**src/shared/fec_defs.svh**
```systemverilog
// Purpose: named code-groups, nibbles and counts of the 4B/5B codec
// Assumes: included by bare name from the design files
// Notes: code-groups are listed MSB first, MSB goes on the line first
`ifndef FEC_DEFS_SVH
`define FEC_DEFS_SVH
`define FEC_D0          5'h1E
`define FEC_D1          5'h09
`define FEC_D2          5'h14
`define FEC_D3          5'h15
`define FEC_D4          5'h0A
`define FEC_D5          5'h0B
`define FEC_D6          5'h0E
`define FEC_D7          5'h0F
`define FEC_D8          5'h12
`define FEC_D9          5'h13
`define FEC_DA          5'h16
`define FEC_DB          5'h17
`define FEC_DC          5'h1A
`define FEC_DD          5'h1B
`define FEC_DE          5'h1C
`define FEC_DF          5'h1D
`define FEC_SYM_H       5'h04
`define FEC_SYM_I       5'h1F
`define FEC_SYM_J       5'h18
`define FEC_SYM_K       5'h11
`define FEC_SYM_T       5'h0D
`define FEC_SYM_R       5'h07
`define FEC_SYM_P       5'h00
`define FEC_NIB_PRE     4'h5
`define FEC_NIB_IDLE    4'h0
`define FEC_NIB_LPI     4'h1
`define FEC_LFSR_SEED   11'h7FF
`define FEC_TAP_HI      10
`define FEC_TAP_LO      8
`define FEC_LOCK_LAST   7'h57
`define FEC_ZERO_LAST   2'h2
`define FEC_SYM_LAST    3'h4
`define FEC_CLK_MHZ     100
`define FEC_LINE_MBPS   125
`endif

```
**src/shared/fec_pkg.sv**
```systemverilog
// Purpose: types shared by the codec and its testbench
// Assumes: nothing
// Notes: en doubles as rx data-valid on the receive side
package fec_pkg;
    typedef struct packed {
        logic       en;
        logic       er;
        logic [3:0] d;
    } fec_mii_s;
    typedef enum logic [1:0] {TX_IDLE, TX_K, TX_DATA, TX_R} fec_tx_e;
    typedef enum logic [2:0] {RX_HUNT, RX_IDLE, RX_K, RX_DATA, RX_END} fec_rx_e;
endpackage

```
**src/fec_fifo.sv**
```systemverilog
// Purpose: small flop fifo between mac nibbles and the encoder
// Assumes: one clock, async active-low reset
// Notes: in_ready is registered so it can leave the block directly
`timescale 1ns/1ns
`default_nettype none
module fec_fifo #(
    parameter int W = 6,
    parameter int D = 8
) (
    input  wire logic         clk,
    input  wire logic         reset_n,
    input  wire logic         in_valid,
    output var  logic         in_ready,
    input  wire logic [W-1:0] in_data,
    output logic              out_valid,
    input  wire logic         out_ready,
    output logic [W-1:0]      out_data
);
    localparam int AW = $clog2(D);
    logic [W-1:0] mem_q [D];
    logic [AW-1:0] wr_q;
    logic [AW-1:0] rd_q;
    logic [AW:0]   cnt_q;
    logic          push;
    logic          pop;
    logic [AW:0]   cnt_d;

    assign push      = in_valid && in_ready;
    assign pop       = out_valid && out_ready;
    assign out_valid = (cnt_q != '0);
    assign out_data  = mem_q[rd_q];
    assign cnt_d     = cnt_q + (AW+1)'(push) - (AW+1)'(pop);

    function automatic logic [AW-1:0] wrap(input logic [AW-1:0] p);
        return (p == AW'(D-1)) ? '0 : p + 1'b1;
    endfunction

    always_ff @(posedge clk or negedge reset_n) begin
        if (!reset_n) begin
            wr_q     <= '0;
            rd_q     <= '0;
            cnt_q    <= '0;
            in_ready <= 1'b0;
        end else begin
            cnt_q    <= cnt_d;
            in_ready <= (cnt_d != (AW+1)'(D));
            if (push) begin
                wr_q <= wrap(wr_q);
            end
            if (pop) begin
                rd_q <= wrap(rd_q);
            end
        end
    end

    always_ff @(posedge clk) begin
        if (push) begin
            mem_q[wr_q] <= in_data;
        end
    end
endmodule
`default_nettype wire

```
**src/fec_codec.sv**
```systemverilog
// Purpose: 100 Mb/s 4B/5B coding, scrambling and NRZI of a twisted-pair phy
// Assumes: mac logic runs on core_clk; rx_line and scr_bypass are pins
// Notes: one line bit per bit_stb, five bits per symbol slot
//
// How it works
// - each mac nibble becomes one 5-bit code-group
// - fixed sixteen-entry data table, used both ways
// - halt code-group 00100 decodes as a receive error
// - idle is 11111 and decodes to nibble 0000
// - invalid groups and control groups other than T inside data raise rx error
// - low-power idle is 00000 with error set and enable low
// - first two preamble nibbles are replaced by J then K
// - enable falling appends T then R
// - idle fills the line until enable rises again
// - symbols leave as a serial bit stream, one bit per enable
// - 11-bit lfsr output is xored onto every serial bit
// - a pin removes the scrambler from the transmit path
// - receive side rebuilds the key and xors it off
// - 88 consecutive descrambled ones lock the descrambler
// - while locked, idle before J is checked bit by bit
// - three zeros that are not J drop lock
// - a symbol after J other than K drops lock
// - the scrambled stream is always NRZI coded
`timescale 1ns/1ns
`default_nettype none
`include "fec_defs.svh"
module fec_codec #(
    parameter int BIT_DIV = 1,
    parameter int FIFO_D  = 8
) (
    input  wire logic             core_clk,
    input  wire logic             reset_n,
    input  wire logic             tx_valid,
    output var  logic             tx_ready,
    input  wire fec_pkg::fec_mii_s tx_mii,
    input  wire logic             scr_bypass,
    output logic                  tx_line_q,
    input  wire logic             rx_line,
    output fec_pkg::fec_mii_s     rx_mii_q,
    output logic                  rx_stb_q,
    output logic                  rx_lock_q
);
    // core_clk cannot reach the line rate; BIT_DIV=1 runs one bit per clock
    localparam int LINE_CYC = (`FEC_CLK_MHZ + `FEC_LINE_MBPS - 1) / `FEC_LINE_MBPS;
    localparam int DIV_N    = (BIT_DIV > LINE_CYC) ? BIT_DIV : LINE_CYC;

    function automatic logic [4:0] enc4(input logic [3:0] n);
        case (n)
            4'h0: enc4 = `FEC_D0;
            4'h1: enc4 = `FEC_D1;
            4'h2: enc4 = `FEC_D2;
            4'h3: enc4 = `FEC_D3;
            4'h4: enc4 = `FEC_D4;
            4'h5: enc4 = `FEC_D5;
            4'h6: enc4 = `FEC_D6;
            4'h7: enc4 = `FEC_D7;
            4'h8: enc4 = `FEC_D8;
            4'h9: enc4 = `FEC_D9;
            4'hA: enc4 = `FEC_DA;
            4'hB: enc4 = `FEC_DB;
            4'hC: enc4 = `FEC_DC;
            4'hD: enc4 = `FEC_DD;
            4'hE: enc4 = `FEC_DE;
            default: enc4 = `FEC_DF;
        endcase
    endfunction

    // bit 4 flags a data group; all else, invalid groups included, is not data
    function automatic logic [4:0] dec5(input logic [4:0] s);
        case (s)
            `FEC_D0: dec5 = 5'h10;
            `FEC_D1: dec5 = 5'h11;
            `FEC_D2: dec5 = 5'h12;
            `FEC_D3: dec5 = 5'h13;
            `FEC_D4: dec5 = 5'h14;
            `FEC_D5: dec5 = 5'h15;
            `FEC_D6: dec5 = 5'h16;
            `FEC_D7: dec5 = 5'h17;
            `FEC_D8: dec5 = 5'h18;
            `FEC_D9: dec5 = 5'h19;
            `FEC_DA: dec5 = 5'h1A;
            `FEC_DB: dec5 = 5'h1B;
            `FEC_DC: dec5 = 5'h1C;
            `FEC_DD: dec5 = 5'h1D;
            `FEC_DE: dec5 = 5'h1E;
            `FEC_DF: dec5 = 5'h1F;
            default: dec5 = 5'h00;
        endcase
    endfunction

    function automatic logic key(input logic [10:0] l);
        return l[`FEC_TAP_HI] ^ l[`FEC_TAP_LO];
    endfunction

    // bit enable divider
    logic [7:0] div_q;
    logic       bit_stb;
    assign bit_stb = (div_q == 8'(DIV_N - 1));

    always_ff @(posedge core_clk or negedge reset_n) begin
        if (!reset_n) begin
            div_q <= '0;
        end else begin
            div_q <= bit_stb ? '0 : div_q + 8'h01;
        end
    end

    // pin synchronisers
    logic byp_m_q;
    logic byp_q;
    logic rx_m_q;
    logic rx_s_q;

    always_ff @(posedge core_clk or negedge reset_n) begin
        if (!reset_n) begin
            byp_m_q <= 1'b0;
            byp_q   <= 1'b0;
            rx_m_q  <= 1'b0;
            rx_s_q  <= 1'b0;
        end else begin
            byp_m_q <= scr_bypass;
            byp_q   <= byp_m_q;
            rx_m_q  <= rx_line;
            rx_s_q  <= rx_m_q;
        end
    end

    // transmit nibble fifo, drained once per symbol slot except the slot that sends R
    fec_pkg::fec_mii_s ent_raw;
    fec_pkg::fec_mii_s ent;
    fec_pkg::fec_tx_e  tx_st_q;
    fec_pkg::fec_tx_e  tx_st_d;
    logic              ent_vld;
    logic              pop;
    logic [2:0]        tbc_q;
    logic              sym_stb;
    logic [4:0]        sym_q;
    logic [4:0]        sym_d;

    assign sym_stb = bit_stb && (tbc_q == `FEC_SYM_LAST);
    assign pop     = sym_stb && (tx_st_q != fec_pkg::TX_R);
    assign ent     = ent_vld ? ent_raw : '0;

    fec_fifo #(
        .W ($bits(fec_pkg::fec_mii_s)),
        .D (FIFO_D)
    ) u_txq (
        .clk       (core_clk),
        .reset_n   (reset_n),
        .in_valid  (tx_valid),
        .in_ready  (tx_ready),
        .in_data   (tx_mii),
        .out_valid (ent_vld),
        .out_ready (pop),
        .out_data  (ent_raw)
    );

    // an empty fifo mid-frame reads as enable low and ends the frame
    always_comb begin
        tx_st_d = tx_st_q;
        sym_d   = `FEC_SYM_I;
        case (tx_st_q)
            fec_pkg::TX_IDLE: begin
                if (ent.en) begin
                    sym_d   = `FEC_SYM_J;
                    tx_st_d = fec_pkg::TX_K;
                end else if (ent.er && ent.d == `FEC_NIB_LPI) begin
                    sym_d = `FEC_SYM_P;
                end
            end
            fec_pkg::TX_K: begin
                sym_d   = `FEC_SYM_K;
                tx_st_d = fec_pkg::TX_DATA;
            end
            fec_pkg::TX_DATA: begin
                if (!ent.en) begin
                    sym_d   = `FEC_SYM_T;
                    tx_st_d = fec_pkg::TX_R;
                end else if (ent.er) begin
                    sym_d = `FEC_SYM_H;
                end else begin
                    sym_d = enc4(ent.d);
                end
            end
            fec_pkg::TX_R: begin
                sym_d   = `FEC_SYM_R;
                tx_st_d = fec_pkg::TX_IDLE;
            end
            default: begin
                tx_st_d = fec_pkg::TX_IDLE;
            end
        endcase
    end

    always_ff @(posedge core_clk or negedge reset_n) begin
        if (!reset_n) begin
            tx_st_q <= fec_pkg::TX_IDLE;
            tbc_q   <= '0;
            sym_q   <= `FEC_SYM_I;
        end else if (bit_stb) begin
            if (sym_stb) begin
                tbc_q   <= '0;
                sym_q   <= sym_d;
                tx_st_q <= tx_st_d;
            end else begin
                tbc_q <= tbc_q + 3'h1;
                sym_q <= {sym_q[3:0], 1'b0};
            end
        end
    end

    // scrambler and nrzi line driver
    logic [10:0] tl_q;
    logic        tx_key;
    logic        tx_bit;
    assign tx_key = key(tl_q);
    assign tx_bit = sym_q[4] ^ (tx_key & ~byp_q);

    always_ff @(posedge core_clk or negedge reset_n) begin
        if (!reset_n) begin
            tl_q      <= `FEC_LFSR_SEED;
            tx_line_q <= 1'b0;
        end else if (bit_stb) begin
            tl_q      <= {tl_q[9:0], tx_key};
            tx_line_q <= tx_line_q ^ tx_bit;
        end
    end

    // receive: nrzi decode and descrambler locked on idle
    logic        rx_prev_q;
    logic        sd;
    logic [10:0] rl_q;
    logic        rx_key;
    logic        ud;
    logic [4:0]  hist_q;
    logic [4:0]  cur5;
    logic [4:0]  dec;
    logic [6:0]  ones_q;
    logic [1:0]  zrun_q;
    logic [2:0]  rbc_q;
    fec_pkg::fec_rx_e rx_st_q;

    assign sd     = rx_s_q ^ rx_prev_q;
    assign rx_key = key(rl_q);
    assign ud     = sd ^ rx_key;
    assign cur5   = {hist_q[3:0], ud};
    assign dec    = dec5(cur5);

    always_ff @(posedge core_clk or negedge reset_n) begin
        if (!reset_n) begin
            rx_prev_q <= 1'b0;
            rl_q      <= `FEC_LFSR_SEED;
            hist_q    <= '0;
        end else if (bit_stb) begin
            rx_prev_q <= rx_s_q;
            hist_q    <= cur5;
            // unlocked: idle is all ones, so the key is the inverted line bit
            if (rx_st_q == fec_pkg::RX_HUNT) begin
                rl_q <= {rl_q[9:0], ~sd};
            end else begin
                rl_q <= {rl_q[9:0], rx_key};
            end
        end
    end

    always_ff @(posedge core_clk or negedge reset_n) begin
        if (!reset_n) begin
            rx_st_q   <= fec_pkg::RX_HUNT;
            ones_q    <= '0;
            zrun_q    <= '0;
            rbc_q     <= '0;
            rx_mii_q  <= '0;
            rx_stb_q  <= 1'b0;
            rx_lock_q <= 1'b0;
        end else begin
            rx_stb_q <= 1'b0;
            if (bit_stb) begin
                rbc_q <= (rbc_q == `FEC_SYM_LAST) ? '0 : rbc_q + 3'h1;
                case (rx_st_q)
                    fec_pkg::RX_HUNT: begin
                        if (!ud) begin
                            ones_q <= '0;
                        end else if (ones_q == `FEC_LOCK_LAST) begin
                            ones_q    <= '0;
                            zrun_q    <= '0;
                            rx_lock_q <= 1'b1;
                            rx_st_q   <= fec_pkg::RX_IDLE;
                        end else begin
                            ones_q <= ones_q + 7'h01;
                        end
                    end
                    fec_pkg::RX_IDLE: begin
                        if (ud) begin
                            zrun_q <= '0;
                        end else if (zrun_q != `FEC_ZERO_LAST) begin
                            zrun_q <= zrun_q + 2'h1;
                        end else if (cur5 == `FEC_SYM_J) begin
                            rbc_q   <= '0;
                            rx_st_q <= fec_pkg::RX_K;
                        end else begin
                            rx_lock_q <= 1'b0;
                            rx_st_q   <= fec_pkg::RX_HUNT;
                        end
                    end
                    fec_pkg::RX_K: begin
                        if (rbc_q == `FEC_SYM_LAST) begin
                            if (cur5 == `FEC_SYM_K) begin
                                rx_mii_q <= '{en: 1'b1, er: 1'b0, d: `FEC_NIB_PRE};
                                rx_stb_q <= 1'b1;
                                rx_st_q  <= fec_pkg::RX_DATA;
                            end else begin
                                rx_lock_q <= 1'b0;
                                rx_st_q   <= fec_pkg::RX_HUNT;
                            end
                        end
                    end
                    fec_pkg::RX_DATA: begin
                        if (rbc_q == `FEC_SYM_LAST) begin
                            rx_stb_q <= 1'b1;
                            if (cur5 == `FEC_SYM_T) begin
                                rx_mii_q <= '0;
                                rx_st_q  <= fec_pkg::RX_END;
                            end else if (dec[4]) begin
                                rx_mii_q <= '{en: 1'b1, er: 1'b0, d: dec[3:0]};
                            end else begin
                                // halt, invalid and stray control groups
                                rx_mii_q <= '{en: 1'b1, er: 1'b1, d: `FEC_NIB_IDLE};
                                if (cur5 == `FEC_SYM_I) begin
                                    zrun_q  <= '0;
                                    rx_st_q <= fec_pkg::RX_IDLE;
                                end
                            end
                        end
                    end
                    fec_pkg::RX_END: begin
                        // a missing R is not reported; idle check takes over
                        if (rbc_q == `FEC_SYM_LAST) begin
                            zrun_q  <= '0;
                            rx_st_q <= fec_pkg::RX_IDLE;
                        end
                    end
                    default: begin
                        rx_lock_q <= 1'b0;
                        rx_st_q   <= fec_pkg::RX_HUNT;
                    end
                endcase
            end
        end
    end
endmodule
`default_nettype wire

```
**config.mk**
```make
export PLATFORM = sky130hd
export DESIGN_NAME = fec_codec
export DESIGN_NICKNAME = d
export VERILOG_FILES = /design/src/shared/fec_pkg.sv /design/src/fec_fifo.sv /design/src/fec_codec.sv
export VERILOG_INCLUDE_DIRS = /design/src /design/src/shared
export SDC_FILE = /design/constraint.sdc
export NUM_CORES = 1
export LEC_CHECK = 0
export BUFFER_PORTS_ARGS = -buffer_cell sky130_fd_sc_hd__buf_4
export CORE_UTILIZATION = 67
export CTS_CLUSTER_DIAMETER = 40
export DETAILED_ROUTE_END_ITERATION = 10
export PLACE_DENSITY = 0.85
export SYNTH_ARGS = -nofsm -noshare
export SYNTH_HDL_FRONTEND = slang
export SYNTH_SLANG_ARGS = --single-unit
```
**constraint.sdc**
```tcl
create_clock -name core_clk -period 6.8 [get_ports core_clk]
set_clock_uncertainty 0.2 [all_clocks]
set_input_delay 1.7 -clock core_clk [delete_from_list [all_inputs] [get_ports core_clk]]
set_output_delay 1.7 -clock core_clk [all_outputs]
set_load 0.02 [all_outputs]
```
==> summary.md, run 1 <==
| Metric | Value |
|---|---|
| Core region area | 0.00933 mm² |
| HPWL after detailed placement | 8.27 mm |
| Worst hold path stage count | 0 |
| Via count normalized by instance count | 6.00 |
| Starting density of the core | 0.695 |
| Start point of the worst hold path | rx_m_q |
| Post-synth EDFFs | 48 |
| Root buffer selected by CTS | sky130_fd_sc_hd__clkbuf_8 |
| Number of cells on the worst reg-to-reg path | 15 |
| Max-cap violations | 0 |
| Final Max Tran Viols | 0 |
| Clk Latency, worst-skew pair | 0.51 ns |
| Total power after layout | 0.00278 W |
| Chip height | 100 µm |
| Leading cell types in the layout, fill and taps excluded | sky130_fd_sc_hd__nand2_1, sky130_fd_sc_hd__dfrtp_1, sky130_fd_sc_hd__edfxtp_1 |
| Post-synthesis async set-or-reset flop share | 0.636 |
| Nature of the critical path endpoint | flop |
| Vias | 4582 |
| Maximum fanout along the worst path | 43 |
| Final core utilization | 0.777 |
| Startpoint of the worst-slack reg-to-reg timing path | div_q[0] |
| Share of layout cells above drive strength 1 | 0.159 |
| Via count of the first global-routing pass | 4633 |
| Critical Path Start Type | flop |
| Drt drc | 0 |
| Post-synth net total | 643 |
| Register-to-register setup slack | 2.45 ns |
| H-tree depth | 4 |
| Crit path arrival time | 4.52 ns |
| PwrDens | 384 mW/mm² |
| Routed len/inst | 16.6 µm |
| Minimum period implied by the final worst setup slack | 4.35 ns |
| Placement Cell Area | 0.00669 mm² |
| Number of diodes added for antenna fixing | 0 |
| Mean area per synthesized cell | 10.7 µm² |
| Worst-case clock buffer depth | 2 |
| Worst IR drop on VDD | 0.265 mV |
| Most frequent standard cell in the layout excluding fill and tap cells | sky130_fd_sc_hd__nand2_1 |
| Tightest Pin Transition | 1.02 ns |
| Antenna violations before repair | 0 |
| Global placement routability congestion | 0.868 |
| Total number of yosys warnings | 0 |
| Total setup violations reported at the end of the flow | 0 |
| R2r endpoint | u_txq.in_ready |
| CTS Buf Count | 17 |
| Post-synthesis instance total | 608 |
| Total wire length | 12.7 mm |
| Post-CTS sizing | 0 |
| Count of hold buffers inserted by post-cts repair | 0 |
| F_max | 230 MHz |
| Number of distinct library cells after synthesis | 66 |
| Area growth from synthesis to layout | 11.8% |
| Class of the tightest hold or removal check | reg -> reg |
| Port Buffer Count | 20 |
| Number of clock sinks | 132 |
| Horizontal die dimension | 100 µm |
| Largest net degree at the start of global routing | 85 |
| Static leakage | 3.08 nW |
| TritonCTS clock tree | built |
| Type of the worst setup path | reg -> reg |
| DRT iter0 DRCs | 297 |
| Clock slew at reported path FFs | 0.06 ns |
| RSZ-0062 raised after global routing | false |
| Fraction of the yosys area taken by sequential cells | 0.552 |
| Endpoint of the worst hold path | rx_s_q |
| All-Layer GR Usage | 0.280 |
| Total non-filler cell area in the finished layout | 0.00725 mm² |
| Number of I/O pins | 21 |
| Global-route wire length before repair | 21.7 mm |
| Summed negative setup slack over all endpoints | 0 ns |
| Final worst-path cycle share | 0.639 |
| Flip-flop cell with the highest count after synthesis | sky130_fd_sc_hd__dfrtp_1 |
| Slew Limit Headroom | 0.314 |
| Count of TritonRoute iterations in the first routing pass | 5 |
| Final count of hold timing violations | 0 |
| Number of nets in the finished design | 657 |
| Status | complete, no violations |
| Synthesized area | 0.00649 mm² |
| Worst EP required | 6.98 ns |
| Number of buffers inserted by post-CTS setup repair | 0 |
| Residual antenna-violating net count after detailed routing | 0 |
| Total Die Area | 0.0101 mm² |
| Total number of placement rows | 35 |
| Global-route congestion overflow total | 0 |
| FF+latch count, synth | 132 |
where the power goes:
group	leakage, nW	internal [W]	total, W	switching, W
Clock	0.268	0.000495	0.000857	0.000362
Combinational	1.36	0.000369	0.000854	0.000485
Sequential	1.45	0.000950	0.00107	0.000119
Total	3.08	0.00181	0.00278	0.000967
worst max-delay path: stages, from the launching register on:
cell and delay, ns:
sky130_fd_sc_hd__dfrtp_1 0.41, sky130_fd_sc_hd__inv_1 0.07, sky130_fd_sc_hd__ha_1 0.13, sky130_fd_sc_hd__nor4b_1 0.28, sky130_fd_sc_hd__and2_1 0.18, sky130_fd_sc_hd__buf_4 0.37, sky130_fd_sc_hd__nand3_1 0.29, sky130_fd_sc_hd__or3_1 0.51
sky130_fd_sc_hd__inv_1 0.09, sky130_fd_sc_hd__ha_1 0.22, sky130_fd_sc_hd__inv_1 0.06, sky130_fd_sc_hd__ha_1 0.15, sky130_fd_sc_hd__inv_1 0.06, sky130_fd_sc_hd__fa_1 0.48, sky130_fd_sc_hd__inv_1 0.05, sky130_fd_sc_hd__or4b_2 0.65
synthesized netlist by cell type (14+ instances only):
library cell | count | area [µm²]
sky130_fd_sc_hd__a21oi_1 | 20 | 100
sky130_fd_sc_hd__clkbuf_1 | 19 | 71.3
sky130_fd_sc_hd__dfrtp_1 | 57 | 1430
sky130_fd_sc_hd__dfstp_2 | 27 | 709
sky130_fd_sc_hd__edfxtp_1 | 48 | 1440
sky130_fd_sc_hd__ha_1 | 23 | 288
sky130_fd_sc_hd__inv_1 | 27 | 101
sky130_fd_sc_hd__mux2_2 | 14 | 158
sky130_fd_sc_hd__mux2i_1 | 24 | 240
sky130_fd_sc_hd__nand2_1 | 116 | 435
sky130_fd_sc_hd__nand3_1 | 22 | 110
sky130_fd_sc_hd__nor2_1 | 32 | 120
sky130_fd_sc_hd__o21ai_0 | 37 | 185
sequential cells by signal (all words and copies together) (netlist names), 4 cells and up:
register	count
tl_q	11
u_txq.mem_q	48
rl_q	11
div_q	8
u_txq.cnt_q	4
hist_q	4
ones_q	7
rx_mii_q	6
sym_q	5
layout make-up:
type                       count  area, µm²
sequential                   132       3580
multi-input combinational    421       2670
tap                          129        161
clock inverter                15        149
timing repair buffer          23        173
inverter                      27        101
clock buffer                  17        414
fill                         577       2080
through the flow:
stage | instances | worst slack, ns | hold WS (ns)
global placement | 732 | 2.61 | 0.134
CTS | 764 | 2.47 | 0.156
detailed placement | 732 | 2.53 | 0.140
floorplan | 608 | 3.04 | 0.131
global route | 764 | 2.18 | 0.160
finish | 764 | 2.45 | 0.151
how the worst max path moves through the flow:
stage / start / to
final: div_q[0] / u_txq.in_ready
after global routing: div_q[0] / u_txq.in_ready
after CTS: div_q[0] / u_txq.in_ready
after detailed placement: div_q[0] / u_txq.in_ready
after global placement: div_q[0] / u_txq.in_ready
after floorplan: div_q[0] / u_txq.in_ready
per-layer routing:
layer,vias up,wire [µm],global-route usage
met3,19,535,0.0550
met5,-,0,0
met2,138,6620,0.497
li1,2190,-,-
met4,0,176,0.0914
met1,2235,5340,0.346
logic make-up (layout without fill, tap and decap cells):
kind of cell             Yosys count  in the layout  synth area share
buffers and inverters             55             82            0.0363
AO/OA/AOI/OAI                    107            107             0.110
flip-flops                       132            132             0.552
multiplexers                      40             40            0.0671
adder cells (fa/ha/maj)           24             24            0.0475
AND/OR/NAND/NOR                  234            234             0.166
XOR/XNOR                          16             16            0.0216
Note: power is estimated with default switching activity, not from simulation.
==> run 2, diff against run 1 <==
--- a/config.mk
+++ b/config.mk
@@ -7,10 +7,10 @@
 export NUM_CORES = 1
 export LEC_CHECK = 0
 export BUFFER_PORTS_ARGS = -buffer_cell sky130_fd_sc_hd__buf_4
-export CORE_UTILIZATION = 67
+export CORE_UTILIZATION = 62
 export CTS_CLUSTER_DIAMETER = 40
 export DETAILED_ROUTE_END_ITERATION = 10
-export PLACE_DENSITY = 0.85
+export PLACE_DENSITY = 0.8
 export SYNTH_ARGS = -nofsm -noshare
 export SYNTH_HDL_FRONTEND = slang
 export SYNTH_SLANG_ARGS = --single-unit
==> constraint.sdc (replaced) <==
create_clock -name core_clk -period 4.2 [get_ports core_clk]
set_clock_uncertainty 0.2 [all_clocks]
set_input_delay 1.05 -clock core_clk [delete_from_list [all_inputs] [get_ports core_clk]]
set_output_delay 1.05 -clock core_clk [all_outputs]
set_load 0.02 [all_outputs]
==> summary.md, run 2 (synthesis results as in run 1) <==
| Metric | Value |
|---|---|
| Biggest register | u_txq.mem_q |
| Final Max Tran Viols | 0 |
| Logic pwr share | 0.306 |
| Residual antenna-violating net count after detailed routing | 0 |
| Count of hold buffers inserted by post-cts repair | 0 |
| H-tree depth | 4 |
| Type of the worst setup path | reg -> reg |
| Vias | 4554 |
| Total wire length | 12.5 mm |
| Regs by FF count | u_txq.mem_q: 48 flops, rl_q: 11 flops, tl_q: 11 flops |
| Core region area | 0.00995 mm² |
| Clock slew at reported path FFs | 0.05 ns |
| Starting density of the core | 0.652 |
| Number of filler cells placed in the layout | 674 |
| Count of TritonRoute iterations in the first routing pass | 5 |
| Max-cap violations | 0 |
| Worst EP required | 4.38 ns |
| Post-CTS sizing | 0 |
| PwrDens | 615 mW/mm² |
| Total Die Area | 0.0109 mm² |
| Area taken by flip-flops and latches | 0.00358 mm² |
| Root buffer selected by CTS | sky130_fd_sc_hd__clkbuf_8 |
| Share of layout cells above drive strength 1 | 0.156 |
| Class of the tightest hold or removal check | reg -> reg |
| Part of the power in registers | 0.393 |
| Largest net degree at the start of global routing | 85 |
| Largest stage delay, worst path | 0.66 ns |
| Status | complete, no violations |
| Number of diodes added for antenna fixing | 0 |
| F_max | 263 MHz |
| Horizontal die dimension | 104 µm |
| CP max stage cell | sky130_fd_sc_hd__or4b_2 |
| Sw frac | 0.330 |
| Drt drc | 0 |
| Power share of the clock group | 0.300 |
| Leading cell types in the layout, fill and taps excluded | sky130_fd_sc_hd__nand2_1, sky130_fd_sc_hd__dfrtp_1, sky130_fd_sc_hd__edfxtp_1 |
| Final hold slack | 0.147 ns |
| Total number of placement rows | 36 |
| CTS Buf Count | 17 |
| Antenna violations before repair | 0 |
| Most frequent standard cell in the layout excluding fill and tap cells | sky130_fd_sc_hd__nand2_1 |
| Area growth from synthesis to layout | 12.0% |
| Clk Latency, worst-skew pair | 0.52 ns |
| Port Buffer Count | 20 |
| Final worst-path cycle share | 0.904 |
| Switching power summed over all nets | 0.00147 W |
| DRT iter0 DRCs | 334 |
| Critical path cell sequence | inv_1 -> ha_1 -> nor4b_1 -> and2_1 -> nand3_1 -> or3_1 -> inv_1 -> ha_1 -> inv_1 -> ha_1 -> inv_1 -> fa_1 -> inv_1 -> or4b_2 |
| Most Frequent Cell on Critical Path | sky130_fd_sc_hd__inv_1 |
| Crit path arrival time | 3.98 ns |
| Final count of hold timing violations | 0 |
| Worst IR drop on VDD | 0.475 mV |
| Multi-input gate area | 0.00267 mm² |
| Internal power | 0.00299 W |
| All-Layer GR Usage | 0.253 |
| Number of I/O pins | 21 |
| Slew Limit Headroom | 0.312 |
| Global-route wire length before repair | 21.6 mm |
| Maximum fanout along the worst path | 5 |
| Number of clock sinks | 132 |
| Worst-case clock buffer depth | 2 |
| RSZ-0062 raised after global routing | false |
| Minimum period implied by the final worst setup slack | 3.80 ns |
| Summed negative setup slack over all endpoints | 0 ns |
| TritonCTS clock tree | built |
| Static leakage | 3.10 nW |
| Global placement routability congestion | 0.878 |
| Chip height | 104 µm |
| Global-route congestion overflow total | 0 |
| Routed len/inst | 16.2 µm |
| Placement Cell Area | 0.00672 mm² |
| Max reg flops | 48 |
| Critical Path Start Type | flop |
| Via count normalized by instance count | 5.90 |
| Tightest Pin Transition | 1.03 ns |
| Via count of the first global-routing pass | 4585 |
| Nature of the critical path endpoint | flop |
| Number of buffers inserted by post-CTS setup repair | 0 |
| Total setup violations reported at the end of the flow | 0 |
| Total non-filler cell area in the finished layout | 0.00726 mm² |
| Number of nets in the finished design | 661 |
| HPWL after detailed placement | 8.33 mm |
[run 2: changes by cell type in the layout (fill, tap and decap cells not counted)]
cell                         previous run  this run
sky130_fd_sc_hd__buf_4                 23        27
sky130_fd_sc_hd__clkbuf_1               0         6
sky130_fd_sc_hd__clkbuf_8               1         5
sky130_fd_sc_hd__clkinv_1               1         0
sky130_fd_sc_hd__clkinv_2               0         4
sky130_fd_sc_hd__clkinv_4               3         0
sky130_fd_sc_hd__clkinvlp_4             3         0
sky130_fd_sc_hd__inv_6                  5         0
sky130_fd_sc_hd__inv_8                  2         0
[run 2: path summary, 6_finish.rpt]
check                                      end  slack, ns  depth (start not counted)      from
worst max-delay path            u_txq.in_ready       0.40                         14  div_q[0]
min in group asynchronous             rx_stb_q       0.50                          1   reset_n
worst max register to register  u_txq.in_ready       0.40                         14  div_q[0]
worst min-delay path                     byp_q       0.15                          0   byp_m_q
worst min register to register           byp_q       0.15                          0   byp_m_q
max in group asynchronous             tbc_q[0]       2.63                          1   reset_n
[run 2: power groups by stage]
stage | Combinational (W) | Sequential [W] | Clock [W]
floorplan | 0.00115 | 0.00166 | 0
global placement | 0.00128 | 0.00176 | 0
detailed placement | 0.00134 | 0.00177 | 0
CTS | 0.00135 | 0.00175 | 0.00136
global route | 0.00151 | 0.00178 | 0.00142
finish | 0.00137 | 0.00176 | 0.00134
[run 2: per-layer routing]
metal / up-vias / part of all wire / GRT usage / routed length, µm
met4: 0 / 0.012 / 0.0857 / 152
met3: 18 / 0.043 / 0.0752 / 536
met2: 115 / 0.49 / 0.404 / 6180
met1: 2234 / 0.45 / 0.329 / 5670
li1: 2187 / - / - / -
met5: - / 0 / 0 / 0
[run 2: stage by stage]
stage	utilization	instances	setup slack (ns)	total power [W]
4_1_cts	0.730	772	0.394	0.00447
2_1_floorplan	-	608	0.438	0.00280
3_3_place_gp	0.675	740	0.513	0.00303
3_5_place_dp	0.675	740	0.420	0.00312
5_1_grt	0.730	772	0.173	0.00472
6_report	0.730	772	0.404	0.00446
[run 2: critical path, delay by kind of cell, from the launching register on]
kind | cells | cell delay (ns)
flops | 1 | 0.40
buf+inv | 5 | 0.34
fa+ha+maj | 4 | 0.99
simple gates | 5 | 1.71
[run 2: layout make-up]
type / count / share of cell area
Clock inverter: 5 / 0.00689
Tap cell: 133 / 0.0229
Clock buffer: 27 / 0.0677
Multi-Input combinational cell: 421 / 0.368
Inverter: 27 / 0.0140
Sequential cell: 132 / 0.493
Timing Repair Buffer: 27 / 0.0279
==> run 3, diff against run 2 <==
--- a/config.mk
+++ b/config.mk
@@ -7,6 +7,7 @@
 export NUM_CORES = 1
 export LEC_CHECK = 0
 export BUFFER_PORTS_ARGS = -buffer_cell sky130_fd_sc_hd__buf_4
+export CORE_ASPECT_RATIO = 1.4
 export CORE_UTILIZATION = 62
 export CTS_CLUSTER_DIAMETER = 40
 export DETAILED_ROUTE_END_ITERATION = 10
==> summary.md, run 3 (synthesis results as in run 1) <==
| Metric | Value |
|---|---|
| Number of filler cells placed in the layout | 682 |
| Clock slew at reported path FFs | 0.06 ns |
| RSZ-0062 raised after global routing | false |
| Start point of the worst hold path | byp_m_q |
| Via count normalized by instance count | 5.82 |
| Minimum period implied by the final worst setup slack | 3.91 ns |
| Maximum fanout along the worst path | 6 |
| Smallest setup slack after layout | 0.293 ns |
| Worst-case clock buffer depth | 2 |
| Residual antenna-violating net count after detailed routing | 0 |
| Starting density of the core | 0.645 |
| Static leakage | 3.11 nW |
| Endpoint of the worst hold path | byp_q |
| R2r endpoint | u_txq.in_ready |
| Largest net degree at the start of global routing | 85 |
| Clk Latency, worst-skew pair | 0.41 ns |
| Crit path arrival time | 3.98 ns |
| TritonCTS clock tree | built |
| Global placement routability congestion | 0.897 |
| Core region area | 0.0101 mm² |
| Summed negative setup slack over all endpoints | 0 ns |
| Number of nets in the finished design | 661 |
| Max-cap violations | 0 |
| Final core utilization | 0.725 |
| Antenna violations before repair | 0 |
| Area taken by flip-flops and latches | 0.00358 mm² |
| HPWL after detailed placement | 8.20 mm |
| F_max | 256 MHz |
| Met3 Usage GRT | 0.0567 |
| Number of clock sinks | 132 |
| Number of buffers inserted by post-CTS setup repair | 0 |
| Total setup violations reported at the end of the flow | 0 |
| Internal power | 0.00299 W |
| Worst hold path stage count | 0 |
| Horizontal die dimension | 88.4 µm |
| Final Max Tran Viols | 0 |
| Leading cell types in the layout, fill and taps excluded | sky130_fd_sc_hd__nand2_1, sky130_fd_sc_hd__dfrtp_1, sky130_fd_sc_hd__edfxtp_1 |
| GR met2 Demand/Resource | 0.432 |
| Total power after layout | 0.00451 W |
| Final count of hold timing violations | 0 |
| Logic pwr share | 0.299 |
| Via count of the first global-routing pass | 4339 |
| PwrDens | 618 mW/mm² |
| DRT iter0 DRCs | 259 |
| Switching power summed over all nets | 0.00153 W |
| All-Layer GR Usage | 0.249 |
| Power share of the clock group | 0.312 |
| Critical Path Start Type | flop |
| Total Die Area | 0.0109 mm² |
| Startpoint of the worst-slack reg-to-reg timing path | div_q[0] |
| Drt drc | 0 |
| Total wire length | 12.3 mm |
| Global-route wire length before repair | 20.3 mm |
| Nature of the critical path endpoint | flop |
| Routed len/inst | 15.9 µm |
| Port Buffer Count | 20 |
| Part of the power in registers | 0.389 |
| Place WS | 0.182 ns |
| Slew Limit Headroom | 0.330 |
| Area growth from synthesis to layout | 12.5% |
| Most frequent standard cell in the layout excluding fill and tap cells | sky130_fd_sc_hd__nand2_1 |
| Register-to-register setup slack | 0.29 ns |
| Biggest register | u_txq.mem_q |
| Sw frac | 0.338 |
| Number of diodes added for antenna fixing | 0 |
| Multi-input gate area | 0.00268 mm² |
| Status | complete, no violations |
| Worst IR drop on VDD | 0.402 mV |
| Global-route congestion overflow total | 0 |
| Worst EP required | 4.27 ns |
| Type of the worst setup path | reg -> reg |
| Most utilized layer in the global route result | met2 |
| Number of cells on the worst reg-to-reg path | 14 |
| Root buffer selected by CTS | sky130_fd_sc_hd__clkbuf_16 |
| Share of layout cells above drive strength 1 | 0.166 |
| Final worst-path cycle share | 0.930 |
| Count of hold buffers inserted by post-cts repair | 0 |
| Total number of placement rows | 43 |
| Regs by FF count | u_txq.mem_q: 48 flops, rl_q: 11 flops, tl_q: 11 flops |
| CTS Buf Count | 17 |
| Count of TritonRoute iterations in the first routing pass | 4 |
| Number of I/O pins | 21 |
| Tightest Pin Transition | 1.01 ns |
| GR Util met1 | 0.287 |
| Vias | 4504 |
| Chip height | 123 µm |
| Max reg flops | 48 |
| H-tree depth | 4 |
| Class of the tightest hold or removal check | reg -> reg |
run 3: cell types whose count changed in the layout (fill, tap and decap cells not counted), sizes merged:
cell / change
inv: +6
clkinv: +1
clkinvlp: +1
clkbuf: -8
run 3: layout make-up:
type | instances | share of cell area
sequential | 132 | 0.490
clock buffer | 19 | 0.0607
clock inverter | 13 | 0.0170
timing repair buffer | 27 | 0.0278
inverter | 27 | 0.0139
multi-input combinational | 421 | 0.367
tap | 135 | 0.0231
run 3: how the worst max path moves through the flow:
| stage | from | to |
|---|---|---|
| floorplan | div_q[0] | u_txq.in_ready |
| global placement | div_q[0] | u_txq.in_ready |
| detailed placement | div_q[0] | u_txq.in_ready |
| CTS | div_q[0] | u_txq.in_ready |
| global route | div_q[0] | u_txq.in_ready |
| finish | div_q[0] | u_txq.in_ready |
run 3: critical path: stages, from the launching register on:
cell	delay (ns)
sky130_fd_sc_hd__dfrtp_1	0.40
sky130_fd_sc_hd__inv_1	0.07
sky130_fd_sc_hd__ha_1	0.16
sky130_fd_sc_hd__nor4b_2	0.23
sky130_fd_sc_hd__and2_1	0.20
sky130_fd_sc_hd__nand3_1	0.21
sky130_fd_sc_hd__or3_1	0.49
sky130_fd_sc_hd__inv_1	0.09
sky130_fd_sc_hd__ha_1	0.22
sky130_fd_sc_hd__inv_1	0.05
sky130_fd_sc_hd__ha_1	0.17
sky130_fd_sc_hd__inv_1	0.07
sky130_fd_sc_hd__fa_1	0.50
sky130_fd_sc_hd__inv_1	0.06
sky130_fd_sc_hd__or4b_2	0.65
run 3: power by group through the flow:
stage / Combinational, W / Sequential [W] / Clock (W)
floorplan: 0.00115 / 0.00166 / 0
finish: 0.00135 / 0.00175 / 0.00141
global placement: 0.00128 / 0.00176 / 0
detailed placement: 0.00134 / 0.00177 / 0
CTS: 0.00135 / 0.00175 / 0.00142
global route: 0.00150 / 0.00178 / 0.00149
run 3: layer usage:
layer | routed length (µm) | vias up | part of all wire
met5 | 0 | - | 0
met4 | 320 | 0 | 0.026
li1 | - | 2199 | -
met3 | 367 | 29 | 0.030
met1 | 4930 | 2181 | 0.40
met2 | 6690 | 95 | 0.54
run 3: through the flow:
| stage | hold WS [ns] | std cells | cell area, µm² |
|---|---|---|---|
| after detailed placement | 0.138 | 742 | 6720 |
| after floorplan | 0.131 | 608 | 6490 |
| final | 0.148 | 774 | 7300 |
| after global routing | 0.153 | 774 | 7300 |
| after CTS | 0.152 | 774 | 7290 |
| after global placement | 0.132 | 742 | 6720 |
run 3: what timing repair did:
action                     4_1_cts  5_1_grt
hold endpoints to repair         0        0
setup endpoints to repair        0        1
gates resized for setup          0        1
